===== src/pkg/tcc_pkg.sv =====
// Constants shared by the timer capture/compare stage
package tcc_pkg;

  localparam int NUM_CHAN = 4;
  localparam int CNT_W = 16;
  localparam int ADDR_W = 8;

  // Register byte offsets on the APB port
  localparam logic [7:0] TIMER_CTRL_OFS = 8'h00;
  localparam logic [7:0] COUNTER_OFS = 8'h04;
  localparam logic [7:0] MODULO_OFS = 8'h08;
  localparam logic [7:0] PIN_LEVEL_OFS = 8'h0c;
  localparam logic [7:0] CHAN_SC_BASE = 8'h10;
  localparam logic [7:0] CHAN_VAL_BASE = 8'h20;
  localparam int CHAN_STRIDE = 4;

  // Timer control fields
  localparam int PS_LSB = 0;
  localparam int OVF_FLAG_BIT = 7;
  localparam logic [2:0] PS_EXT = 3'h7;

  // Channel status/control fields
  localparam int SC_MAX_BIT = 0;
  localparam int SC_TOV_BIT = 1;
  localparam int SC_ELSA_BIT = 2;
  localparam int SC_ELSB_BIT = 3;
  localparam int SC_MSA_BIT = 4;
  localparam int SC_MSB_BIT = 5;
  localparam int SC_IE_BIT = 6;
  localparam int SC_FLAG_BIT = 7;

  // Edge/level select encodings
  localparam logic [1:0] ELS_OFF = 2'h0;
  localparam logic [1:0] ELS_RISE_TOGGLE = 2'h1;
  localparam logic [1:0] ELS_FALL_CLEAR = 2'h2;
  localparam logic [1:0] ELS_ANY_SET = 2'h3;

  // Values after reset
  localparam logic [2:0] PS_RESET = 3'h0;
  localparam logic [15:0] MODULO_RESET = 16'hffff;
  localparam logic [15:0] COUNTER_RESET = 16'h0000;
  localparam logic [15:0] VALUE_RESET = 16'h0000;
  localparam logic [6:0] CTRL_RESET = 7'h00;
  localparam logic [5:0] DIV_RESET = 6'h00;

  typedef enum logic [1:0] {
    FUNC_OFF,
    FUNC_CAPTURE,
    FUNC_COMPARE
  } tcc_func_e;

endpackage


===== src/logic/tcc_pin_sync.sv =====
// Three-stage pin synchroniser with agreement filter and edge pulses
`timescale 1ns/1ns
`default_nettype none
module tcc_pin_sync (
  input wire logic sys_clk,
  input wire logic reset_n,
  input wire logic pin,
  output logic level,
  output logic rise,
  output logic fall
);
  logic s1, s2, s3, lvl;
  logic next_lvl;

  // A change counts only once the second and third stages agree
  always_comb begin
    next_lvl = lvl;
    if (s2 == s3) begin
      next_lvl = s3;
    end
  end

  always_ff @(posedge sys_clk or negedge reset_n) begin
    if (!reset_n) begin
      s1 <= 1'b0;
      s2 <= 1'b0;
      s3 <= 1'b0;
      lvl <= 1'b0;
    end else begin
      s1 <= pin;
      s2 <= s1;
      s3 <= s2;
      lvl <= next_lvl;
    end
  end

  assign level = lvl;
  assign rise = (s2 == s3) && s3 && !lvl;
  assign fall = (s2 == s3) && !s3 && lvl;
endmodule
`default_nettype wire


===== src/logic/tcc_prescaler.sv =====
// Counter clock enable: seven bus-clock divisions or the external clock pin
`timescale 1ns/1ns
`default_nettype none
module tcc_prescaler (
  input wire logic sys_clk,
  input wire logic reset_n,
  input wire logic [2:0] prescale_select,
  input wire logic ext_rise,
  output logic tick
);
  logic [5:0] div;
  logic [5:0] next_div;
  logic [5:0] mask;

  always_comb begin
    next_div = div + 6'h01;
  end

  always_ff @(posedge sys_clk or negedge reset_n) begin
    if (!reset_n) begin
      div <= tcc_pkg::DIV_RESET;
    end else begin
      div <= next_div;
    end
  end

  // Select 000 ticks every cycle, 110 every 64th
  assign mask = 6'((7'h01 << prescale_select) - 7'h01);
  assign tick = (prescale_select == tcc_pkg::PS_EXT) ? ext_rise : ((div & mask) == mask); // (RQ19)
endmodule
`default_nettype wire


===== src/logic/tcc_top.sv =====
// Four-channel capture/compare/PWM stage of a 16-bit timer with APB registers
//
// Overview of operation
// (RQ1) Active pin edge copies counter into channel
// (RQ2) Capture edge selectable per channel
// (RQ3) Capture event may request channel interrupt
// (RQ4) Compare match sets, clears or toggles pin
// (RQ5) Compare match may request channel interrupt
// (RQ6) Unbuffered write replaces compare value at once
// (RQ7) Match only when counter reaches value
// (RQ8) Software picks write moment to avoid misses
// (RQ9) Pair 0/1 buffered on pin 0, channel 0 first
// (RQ10) Last written pair register governs after overflow
// (RQ11) Linked channel 1 control unused, pin freed
// (RQ12) Pair 2/3 links likewise on pin 2
// (RQ13) Software writes only inactive channel of pair
// (RQ14) Toggle on overflow inverts pin at modulo
// (RQ15) Level select picks PWM pulse polarity
// (RQ16) Period is modulo plus one counts
// (RQ17) Compare value sets PWM pulse width
// (RQ18) One shared free-running or modulo counter
// (RQ19) Counter clock from prescaler or external pin
// (RQ20) Event sets flag; interrupt when enabled
// (RQ21) No toggle gives 0%, max bit 100%
// (RQ22) Counter wraps to zero after modulo
//
// The register offsets and the APB interface to the registers were decided locally.
`timescale 1ns/1ns
`default_nettype none
module tcc_top #(
  parameter int NUM_CHAN = tcc_pkg::NUM_CHAN,
  parameter int ADDR_W = tcc_pkg::ADDR_W
) (
  input wire logic sys_clk,
  input wire logic reset_n,
  input wire logic psel,
  input wire logic penable,
  input wire logic pwrite,
  input wire logic [ADDR_W-1:0] paddr,
  input wire logic [31:0] pwdata,
  input wire logic [3:0] pstrb,
  output logic pready,
  output logic [31:0] prdata,
  output logic pslverr,
  input wire logic ext_clk_pin,
  input wire logic [NUM_CHAN-1:0] chan_pin_in,
  output logic [NUM_CHAN-1:0] chan_pin_out,
  output logic [NUM_CHAN-1:0] chan_pin_oe,
  output logic [NUM_CHAN-1:0] pin_released,
  output logic [NUM_CHAN-1:0] chan_irq_req
);
  logic [2:0] prescale_select;
  logic [15:0] modulo;
  logic [15:0] counter;
  logic cnt_step;
  logic ovf_flag;
  logic [2:0] next_prescale_select;
  logic [15:0] next_modulo;
  logic [15:0] next_counter;
  logic next_cnt_step;
  logic next_ovf_flag;
  logic tick;
  logic ext_rise;
  logic ovf_evt;
  logic wr_access;
  logic [31:0] next_prdata;
  logic next_pslverr;
  logic [NUM_CHAN-1:0] pin_level;

  logic [6:0] chan_ctrl [NUM_CHAN];
  logic chan_flag [NUM_CHAN];
  logic [15:0] chan_val [NUM_CHAN];
  logic [NUM_CHAN-1:0] pair_linked;

  assign wr_access = psel && penable && pwrite;

  tcc_pin_sync u_ext_sync (
    .sys_clk(sys_clk),
    .reset_n(reset_n),
    .pin(ext_clk_pin),
    .level(),
    .rise(ext_rise),
    .fall()
  );

  tcc_prescaler u_prescaler (
    .sys_clk(sys_clk),
    .reset_n(reset_n),
    .prescale_select(prescale_select),
    .ext_rise(ext_rise),
    .tick(tick)
  );

  // Overflow and match events are judged in the cycle after the counter takes a new value
  // Overflow is taken at the wrap to zero, so a compare value of N gives an N-count pulse
  assign ovf_evt = cnt_step && (counter == tcc_pkg::COUNTER_RESET); // (RQ14)

  always_comb begin
    next_prescale_select = prescale_select;
    next_modulo = modulo;
    next_counter = counter;
    next_cnt_step = tick;
    next_ovf_flag = ovf_flag;
    if (wr_access && paddr == tcc_pkg::TIMER_CTRL_OFS && pstrb[0]) begin
      next_prescale_select = pwdata[tcc_pkg::PS_LSB +: 3];
      if (pwdata[tcc_pkg::OVF_FLAG_BIT]) begin
        next_ovf_flag = 1'b0;
      end
    end
    if (wr_access && paddr == tcc_pkg::MODULO_OFS) begin
      if (pstrb[0]) begin
        next_modulo[7:0] = pwdata[7:0];
      end
      if (pstrb[1]) begin
        next_modulo[15:8] = pwdata[15:8];
      end
    end
    if (tick) begin
      if (counter == modulo) begin
        next_counter = tcc_pkg::COUNTER_RESET; // (RQ22)
      end else begin
        next_counter = counter + 16'h0001; // (RQ18)
      end
    end
    // Set wins over a clear in the same cycle
    if (ovf_evt) begin
      next_ovf_flag = 1'b1;
    end
  end

  always_ff @(posedge sys_clk or negedge reset_n) begin
    if (!reset_n) begin
      prescale_select <= tcc_pkg::PS_RESET;
      modulo <= tcc_pkg::MODULO_RESET;
      counter <= tcc_pkg::COUNTER_RESET;
      cnt_step <= 1'b0;
      ovf_flag <= 1'b0;
    end else begin
      prescale_select <= next_prescale_select;
      modulo <= next_modulo;
      counter <= next_counter;
      cnt_step <= next_cnt_step;
      ovf_flag <= next_ovf_flag;
    end
  end

  genvar ch;
  generate
    for (ch = 0; ch < NUM_CHAN; ch++) begin : g_chan
      localparam int EVEN = (ch / 2) * 2;
      localparam logic [7:0] SC_ADDR = 8'(tcc_pkg::CHAN_SC_BASE + ch * tcc_pkg::CHAN_STRIDE);
      localparam logic [7:0] VAL_ADDR = 8'(tcc_pkg::CHAN_VAL_BASE + ch * tcc_pkg::CHAN_STRIDE);
      logic rise, fall;
      logic sc_wr, val_wr_lo, val_wr_hi;
      logic suppressed, cap_edge, capture_evt, match_evt, level;
      logic [1:0] els;
      logic [15:0] cmp_val;
      tcc_pkg::tcc_func_e func;
      logic pin_state, next_pin_state;
      logic next_flag;
      logic [6:0] next_ctrl;
      logic [15:0] next_val;

      tcc_pin_sync u_sync (
        .sys_clk(sys_clk),
        .reset_n(reset_n),
        .pin(chan_pin_in[ch]),
        .level(pin_level[ch]),
        .rise(rise),
        .fall(fall)
      );

      assign sc_wr = wr_access && paddr == SC_ADDR && pstrb[0];
      assign val_wr_lo = wr_access && paddr == VAL_ADDR && pstrb[0];
      assign val_wr_hi = wr_access && paddr == VAL_ADDR && pstrb[1];
      assign pair_linked[ch] = chan_ctrl[EVEN][tcc_pkg::SC_MSB_BIT];
      assign suppressed = (ch != EVEN) && pair_linked[ch]; // (RQ11) (RQ12)
      assign els = chan_ctrl[ch][tcc_pkg::SC_ELSB_BIT:tcc_pkg::SC_ELSA_BIT];

      if (ch == EVEN) begin : g_pair
        logic active_odd, last_odd, next_active_odd, next_last_odd;
        logic pair_wr;
        assign pair_wr = wr_access && pstrb[1:0] != 2'h0 &&
                         (paddr == VAL_ADDR ||
                          paddr == 8'(VAL_ADDR + tcc_pkg::CHAN_STRIDE));
        always_comb begin
          next_active_odd = active_odd;
          next_last_odd = last_odd;
          if (!pair_linked[ch]) begin
            next_active_odd = 1'b0; // (RQ9)
            next_last_odd = 1'b0;
          end else begin
            if (pair_wr) begin
              next_last_odd = (paddr != VAL_ADDR); // (RQ10)
            end
            if (ovf_evt) begin
              next_active_odd = pair_wr ? (paddr != VAL_ADDR) : last_odd; // (RQ10)
            end
          end
        end
        always_ff @(posedge sys_clk or negedge reset_n) begin
          if (!reset_n) begin
            active_odd <= 1'b0;
            last_odd <= 1'b0;
          end else begin
            active_odd <= next_active_odd;
            last_odd <= next_last_odd;
          end
        end
        // Writing the active half simply acts unbuffered
        assign cmp_val = (pair_linked[ch] && active_odd) ? chan_val[ch + 1] : chan_val[ch]; // (RQ13)
      end else begin : g_single
        assign cmp_val = chan_val[ch]; // (RQ6)
      end

      always_comb begin
        if (suppressed || els == tcc_pkg::ELS_OFF) begin
          func = tcc_pkg::FUNC_OFF;
        end else if (chan_ctrl[ch][tcc_pkg::SC_MSB_BIT] && ch == EVEN) begin
          func = tcc_pkg::FUNC_COMPARE; // (RQ9) (RQ12)
        end else if (chan_ctrl[ch][tcc_pkg::SC_MSA_BIT]) begin
          func = tcc_pkg::FUNC_COMPARE;
        end else begin
          func = tcc_pkg::FUNC_CAPTURE;
        end
      end

      assign cap_edge = (els == tcc_pkg::ELS_RISE_TOGGLE && rise) ||
                        (els == tcc_pkg::ELS_FALL_CLEAR && fall) ||
                        (els == tcc_pkg::ELS_ANY_SET && (rise || fall)); // (RQ2)
      assign capture_evt = func == tcc_pkg::FUNC_CAPTURE && cap_edge;
      // Only an exact hit after a counter step matches, so a passed value waits a period
      assign match_evt = func == tcc_pkg::FUNC_COMPARE && cnt_step && counter == cmp_val; // (RQ7)
      // Pulse level is the complement of the compare action
      assign level = !els[0]; // (RQ15)

      always_comb begin
        next_pin_state = pin_state;
        if (func == tcc_pkg::FUNC_COMPARE) begin
          if (chan_ctrl[ch][tcc_pkg::SC_MAX_BIT] && chan_ctrl[ch][tcc_pkg::SC_TOV_BIT]) begin
            next_pin_state = level; // (RQ21)
          end else begin
            if (ovf_evt && chan_ctrl[ch][tcc_pkg::SC_TOV_BIT]) begin
              next_pin_state = !pin_state; // (RQ14) (RQ16)
            end
            if (match_evt) begin
              case (els)
                tcc_pkg::ELS_RISE_TOGGLE: next_pin_state = !pin_state; // (RQ4)
                tcc_pkg::ELS_FALL_CLEAR: next_pin_state = 1'b0; // (RQ4) (RQ17)
                tcc_pkg::ELS_ANY_SET: next_pin_state = 1'b1; // (RQ4) (RQ17)
                default: next_pin_state = pin_state;
              endcase
            end
          end
        end
      end

      always_comb begin
        next_ctrl = chan_ctrl[ch];
        next_flag = chan_flag[ch];
        next_val = chan_val[ch];
        if (sc_wr) begin
          next_ctrl = pwdata[6:0];
          if (pwdata[tcc_pkg::SC_FLAG_BIT]) begin
            next_flag = 1'b0;
          end
        end
        // An event in the clearing cycle still leaves the flag set
        if (capture_evt || match_evt) begin
          next_flag = 1'b1; // (RQ20)
        end
        if (val_wr_lo) begin
          next_val[7:0] = pwdata[7:0]; // (RQ6)
        end
        if (val_wr_hi) begin
          next_val[15:8] = pwdata[15:8]; // (RQ6)
        end
        // Capture beats a software write in the same cycle
        if (capture_evt) begin
          next_val = counter; // (RQ1)
        end
      end

      always_ff @(posedge sys_clk or negedge reset_n) begin
        if (!reset_n) begin
          chan_ctrl[ch] <= tcc_pkg::CTRL_RESET;
          chan_flag[ch] <= 1'b0;
          chan_val[ch] <= tcc_pkg::VALUE_RESET;
          pin_state <= 1'b0;
        end else begin
          chan_ctrl[ch] <= next_ctrl;
          chan_flag[ch] <= next_flag;
          chan_val[ch] <= next_val;
          pin_state <= next_pin_state;
        end
      end

      assign chan_pin_out[ch] = pin_state;
      assign chan_pin_oe[ch] = func == tcc_pkg::FUNC_COMPARE;
      assign pin_released[ch] = func == tcc_pkg::FUNC_OFF; // (RQ11) (RQ12)
      assign chan_irq_req[ch] = chan_flag[ch] && chan_ctrl[ch][tcc_pkg::SC_IE_BIT]; // (RQ3) (RQ5)
    end
  endgenerate

  // Read data is captured in the setup cycle, so pready can stay high
  always_comb begin
    next_prdata = prdata;
    next_pslverr = pslverr;
    if (psel && !penable) begin
      next_prdata = 32'h00000000;
      next_pslverr = 1'b1;
      if (paddr == tcc_pkg::TIMER_CTRL_OFS) begin
        next_prdata[tcc_pkg::PS_LSB +: 3] = prescale_select;
        next_prdata[tcc_pkg::OVF_FLAG_BIT] = ovf_flag;
        next_pslverr = 1'b0;
      end
      if (paddr == tcc_pkg::COUNTER_OFS) begin
        next_prdata[15:0] = counter;
        next_pslverr = 1'b0;
      end
      if (paddr == tcc_pkg::MODULO_OFS) begin
        next_prdata[15:0] = modulo;
        next_pslverr = 1'b0;
      end
      if (paddr == tcc_pkg::PIN_LEVEL_OFS) begin
        next_prdata[NUM_CHAN-1:0] = pin_level;
        next_pslverr = 1'b0;
      end
      for (int i = 0; i < NUM_CHAN; i++) begin
        if (paddr == 8'(tcc_pkg::CHAN_SC_BASE + i * tcc_pkg::CHAN_STRIDE)) begin
          next_prdata[7:0] = {chan_flag[i], chan_ctrl[i]};
          next_pslverr = 1'b0;
        end
        if (paddr == 8'(tcc_pkg::CHAN_VAL_BASE + i * tcc_pkg::CHAN_STRIDE)) begin
          next_prdata[15:0] = chan_val[i];
          next_pslverr = 1'b0;
        end
      end
    end
  end

  always_ff @(posedge sys_clk or negedge reset_n) begin
    if (!reset_n) begin
      prdata <= 32'h00000000;
      pslverr <= 1'b0;
    end else begin
      prdata <= next_prdata;
      pslverr <= next_pslverr;
    end
  end

  assign pready = 1'b1;
endmodule
`default_nettype wire


===== config.mk =====
export PLATFORM = sky130hd
export DESIGN_NAME = tcc_top
export DESIGN_NICKNAME = d
export VERILOG_FILES = /design/src/pkg/tcc_pkg.sv /design/src/logic/tcc_pin_sync.sv /design/src/logic/tcc_prescaler.sv /design/src/logic/tcc_top.sv
export SDC_FILE = /design/constraint.sdc
export NUM_CORES = 1
export LEC_CHECK = 0
export ABC_CLOCK_PERIOD_IN_PS = 6500
export BUFFER_PORTS_ARGS = -buffer_cell sky130_fd_sc_hd__buf_2
export CORE_MARGIN = 2
export CORE_UTILIZATION = 50
export CTS_BUF_LIST = sky130_fd_sc_hd__clkbuf_16
export DETAILED_ROUTE_END_ITERATION = 10
export PLACE_DENSITY = 0.69
export SKIP_CTS_REPAIR_TIMING = 1
export SLEW_MARGIN = 20
export SYNTH_ARGS = -nofsm -noshare
export SYNTH_HDL_FRONTEND = slang
export SYNTH_HIERARCHICAL = 1
export SYNTH_SLANG_ARGS = --single-unit

===== constraint.sdc =====
create_clock -name sys_clk -period 6.5 [get_ports sys_clk]
set_input_delay 0.975 -clock sys_clk [delete_from_list [all_inputs] [get_ports sys_clk]]
set_output_delay 0.975 -clock sys_clk [all_outputs]
set_load 0.005 [all_outputs]

Word level (Yosys, flattened, before mapping)
Index checks and enable logic that the tools add are counted.
{"block": "word_totals", "register_bits": 184, "latch_bits": 0, "mem_bits_rw": 0, "rom_bits": 0, "input_bits": 54, "output_inout_bits": 50, "elab_cells": 364, "mem_count": 0}
{"block": "classes", "addsub": 3, "multipliers": 0, "div": 0, "order_cmp": 0, "eq_ne": 51, "shifts": 1, "mux": 87, "bitwise": 1, "reduce_logical": 168}
{"operator": "$mux W16", "count": 14}
{"operator": "$mux W8", "count": 12}
{"operator": "$logic_and A1 B1 Y1", "count": 86}
{"operator": "$eq A16 B16 Y1", "count": 5}
{"operator": "$mux W1", "count": 45}
{"operator": "$reduce_bool A2 Y1", "count": 19}
{"operator": "$eq A8 B5 Y1 const B", "count": 4}
{"operator": "$eq A8 B6 Y1 const B", "count": 4}
{"operator": "$eq A2 B2 Y1 const B", "count": 12}
{"operator": "$logic_or A1 B1 Y1", "count": 20}
{"operator": "$mux W2", "count": 10}
{"operator": "$ne A5 B1 Y1 const B", "count": 4}
{"operator": "$logic_not A1 Y1", "count": 18}
{"operator": "$add A16 B1 Y16 const B", "count": 1}
{"operator": "$eq A2 B1 Y1 const B", "count": 8}
{"operator": "$eq A8 B4 Y1 const B", "count": 2}
{"operator": "$logic_not A16 Y1", "count": 1}
{"operator": "$logic_not A2 Y1", "count": 8}
{"operator": "$ne A8 B6 Y1 const B", "count": 2}
{"operator": "$reduce_and A2 Y1", "count": 7}
{"operator": "$pmux W1 S3", "count": 4}
{"operator": "$reduce_and A3 Y1", "count": 4}
{"operator": "$reduce_bool A3 Y1", "count": 4}
{"operator": "$eq A8 B3 Y1 const B", "count": 1}
{"operator": "other kinds (11)", "count": 16}

Logic depth before layout (Yosys ltp)
{"block": "logic_depth", "depth_word": 14, "mapped_depth": 11, "ltp_nobuf": 10}

Modules after synthesis
Netlist, hierarchy kept.
{"module": "tcc_top", "instances": 1, "cells_each": 1055, "area_per_inst_um2": 9754.4}
{"module": "tcc_pin_sync", "instances": 5, "cells_each": 11, "area_per_inst_um2": 160.2}
{"module": "tcc_prescaler", "instances": 1, "cells_each": 25, "area_per_inst_um2": 290.3}

Least setup slack after synthesis
OpenSTA, ideal clock, no wires.
{"block": "synth_timing", "path_type": "input to register", "start": "in paddr[1]", "end": "reg prdata[9]", "setup_time_ns": 0.132, "t_arrival_ns": 2.367, "path_slack_ns": 4.001, "stages": 8, "path_cell_list": "or4b_1 -> or2_1 -> buf_6 -> buf_6 -> o22ai_1 -> a31oi_1 -> a21oi_1 -> o21ai_1"}
{"block": "synth_between", "elab_chain_len": 8, "elab_cells_between_ends": 13, "cone_classes": "eq/ne: 6; mux: 7"}
{"element": "start: declaration", "line": "tcc_top.sv:39", "text": "input wire logic [ADDR_W-1:0] paddr,"}
{"element": "$eq A8 B3 Y1", "line": "tcc_top.sv:317", "text": "if (paddr == tcc_pkg::COUNTER_OFS) begin"}
{"element": "$mux W16", "line": "tcc_top.sv:317"}
{"element": "$mux W16", "line": "tcc_top.sv:321", "text": "if (paddr == tcc_pkg::MODULO_OFS) begin"}
{"element": "$mux W16", "line": "tcc_top.sv:309", "text": "if (psel && !penable) begin"}
{"element": "$mux W16 (3 in series)", "line": "tcc_top.sv:334", "text": "if (paddr == 8'(tcc_pkg::CHAN_VAL_BASE + i * tcc_pkg::CHAN_STRIDE)) begin"}
{"element": "$mux W16 *", "line": "tcc_top.sv:334"}
{"element": "end signal: assignment", "line": "tcc_top.sv:347", "text": "prdata <= next_prdata;"}
{"element": "end: declaration", "line": "tcc_top.sv:43", "text": "output logic [31:0] prdata,"}
Mark *: on every way between the ends. The rest lies on a longest branch, timed or not. The select of a mux whose other input is x is not followed.
A chain may end at the register's enable or synchronous reset.

Final worst setup path
{"block": "layout_timing", "start": "in paddr[2]", "end": "reg prdata[7]"}
{"block": "layout_between", "elab_chain_len": 13, "elab_cells_between_ends": 23, "cone_classes": "eq/ne: 10; mux: 12; reduce/logical: 1"}
{"element": "$logic_not A8 Y1", "line": "tcc_top.sv:312", "text": "if (paddr == tcc_pkg::TIMER_CTRL_OFS) begin"}
{"element": "$mux W1", "line": "tcc_top.sv:312"}
{"element": "$mux W16", "line": "tcc_top.sv:317"}
{"element": "$mux W16", "line": "tcc_top.sv:321"}
{"element": "$mux W16", "line": "tcc_top.sv:309"}
{"element": "$mux W8", "line": "tcc_top.sv:330", "text": "if (paddr == 8'(tcc_pkg::CHAN_SC_BASE + i * tcc_pkg::CHAN_STRIDE)) begin"}
{"element": "$mux W16", "line": "tcc_top.sv:334"}
{"element": "$mux W8", "line": "tcc_top.sv:330"}
{"element": "$mux W16", "line": "tcc_top.sv:334"}
{"element": "$mux W8", "line": "tcc_top.sv:330"}
{"element": "$mux W16", "line": "tcc_top.sv:334"}
{"element": "$mux W8", "line": "tcc_top.sv:330"}
{"element": "$mux W16 *", "line": "tcc_top.sv:334"}
Marked as above.

==> out/qor.txt <==
Routability-driven placement congestion ratio -> 0.923
Share of post-route cells with drive strength above 1 -> 15.6%
Leakage power -> 5.47 nW
Power per Cell Area -> 247 mW/mm²
Post-synthesis cell count -> 1134
Register Area -> 0.00462 mm²
Final Skew -> 0.0104 ns
Max cap viols -> 0
Worst path required time -> 6.86 ns
Final period util -> 47.1%
Final-report max-slew violation count -> 0
Largest net degree at the start of global routing -> 108
Fin. Hold Viols -> 0
Row count -> 53
Initial DRC Count -> 966
Most frequent cells in the layout -> 168 x dfrtp_1, 129 x nor2_1, 96 x a21oi_1, 67 x buf_2, 62 x nand2_1
H-tree depth -> 4
Clock buffer depth -> 2
Syn Std Cell Area -> 0.0108 mm²
R2r startpoint -> counter[0]
Sw Ratio -> 30.8%
Worst Tran Pin Value -> 1.12 ns
P_sw -> 0.891 mW
Final ANT Viol Nets -> 0
Detail Placement HPWL -> 22.5 mm
Sequential cell fraction of total power -> 45.6%
Die Height -> 151 µm
Chip width -> 151 µm
FILL cells -> 1889
Vias -> 8834
Initial Utilization -> 51.2%
Grt ovf -> 0
Syn avg cell area -> 9.56 µm²
TNS Setup -> 0 ns
Tmin final -> 3.06 ns
Total power -> 2.89 mW
Peak supply drop -> 0.184 mV
Worst setup SP type -> primary input
Post-layout util -> 55.4%
Core area -> 0.0212 mm²
Root buffer cell -> clkbuf_16
Clock share of power -> 38.4%
Crit path from -> paddr[2]
Diodes inserted -> 0
First-pass iteration count of the detailed router -> 5
Layout net count -> 1209
RSZ-0062 raised after global routing -> false
Die ar. -> 0.0229 mm²
Max_slew headroom -> 25.3%
Clock slew at reported path FFs -> 0.08 ns
Area grow syn2layout -> 8.10%
WL/cell -> 22.0 µm
Setup-failing EPs final -> 0
Clock latency on the worst-skew pair -> 0.45 ns
Multi-input logic area -> 0.00562 mm²
First-pass GRT wire length -> 48.5 mm
Vias in the first global route -> 8339
Status -> finished clean
Port Buffers -> 68
Sink Count -> 184
Vias per cell -> 6.18
FF-to-FF setup slack -> 3.58 ns
CTS tree -> built
Commonest non-fill, non-tap cell in the layout -> dfrtp_1
CP endpoint -> prdata[7]
GRT Total Usage -> 28.4%
Initial antenna violation count -> 0
Reg2Reg Depth -> 8
CP Max Fanout -> 14
Power Internal -> 2.00 mW
CTS buffer count -> 17
Critical R2R Capture -> g_chan[2].pin_state
Crit Path Category -> in -> reg
Total wire length -> 31.5 mm
Crit path capture type -> flip-flop
Yosys warnings -> 6
I/O pin total -> 104
Logic gate share of total power -> 16.0%
CP arrival -> 3.43 ns
Drt drc -> 0
Min-Delay Path Class -> reg -> reg
Max frequency -> 0.326 GHz
through the flow:
step	std cells	hold slack [ns]	area [µm²]	setup WS (ns)
2_1_floorplan	1149	0.331	10900	4.00
3_3_place_gp	1398	0.332	11100	3.08
3_5_place_dp	1398	0.337	11100	3.03
4_1_cts	1430	0.354	11700	3.49
5_1_grt	1430	0.361	11700	3.27
6_report	1430	0.352	11700	3.44
critical path, cell delays in order:
cell and delay [ns]:
buf_2 0.25, or4b_1 0.53, nor2_1 0.82, nor2_1 0.27, nand4_1 0.18, o221ai_1 0.18, a31oi_1 0.22
area by class of cell:
class,instances,area share (%)
multi-input combinational,833,48.0
sequential,184,39.5
clock buffer,17,3.63
timing repair buffer,75,3.43
tap,275,2.94
clock inverter,15,1.57
inverter,31,0.993
registers in the layout, summed over array words and instances (netlist names), 6 cells and up:
name             cells
g_chan.cmp_val      32
chan_ctrl           28
counter             16
u_prescaler/div      6
modulo              16
chan_val            32
prdata              16
how the worst min path moves through the flow:
stage,startpoint,to,slack [ns],cells past startpoint
after detailed placement,u_ext_sync/s1,u_ext_sync/s2,0.34,0
after global placement,u_ext_sync/s1,u_ext_sync/s2,0.33,0
after global routing,g_chan[2].u_sync/s1,g_chan[2].u_sync/s2,0.36,0
after CTS,u_ext_sync/s1,u_ext_sync/s2,0.35,0
final,u_ext_sync/s1,u_ext_sync/s2,0.35,0
after floorplan,g_chan[0].u_sync/s1,g_chan[0].u_sync/s2,0.33,0
layer usage:
layer,track usage (%),vias to the layer above,routed length [µm]
li1,-,4011,-
met1,40.1,4347,13300
met2,43.9,415,14400
met3,4.34,61,2620
met4,11.1,0,1070
met5,0,-,0
power groups by stage:
stage	logic (mW)	registers, mW	clock network (mW)
2_1_floorplan	0.343	1.27	0
3_3_place_gp	0.450	1.34	0
3_5_place_dp	0.457	1.34	0
4_1_cts	0.460	1.32	1.11
5_1_grt	0.513	1.33	1.16
6_report	0.462	1.32	1.11
Power figures use the tool's default switching activity.
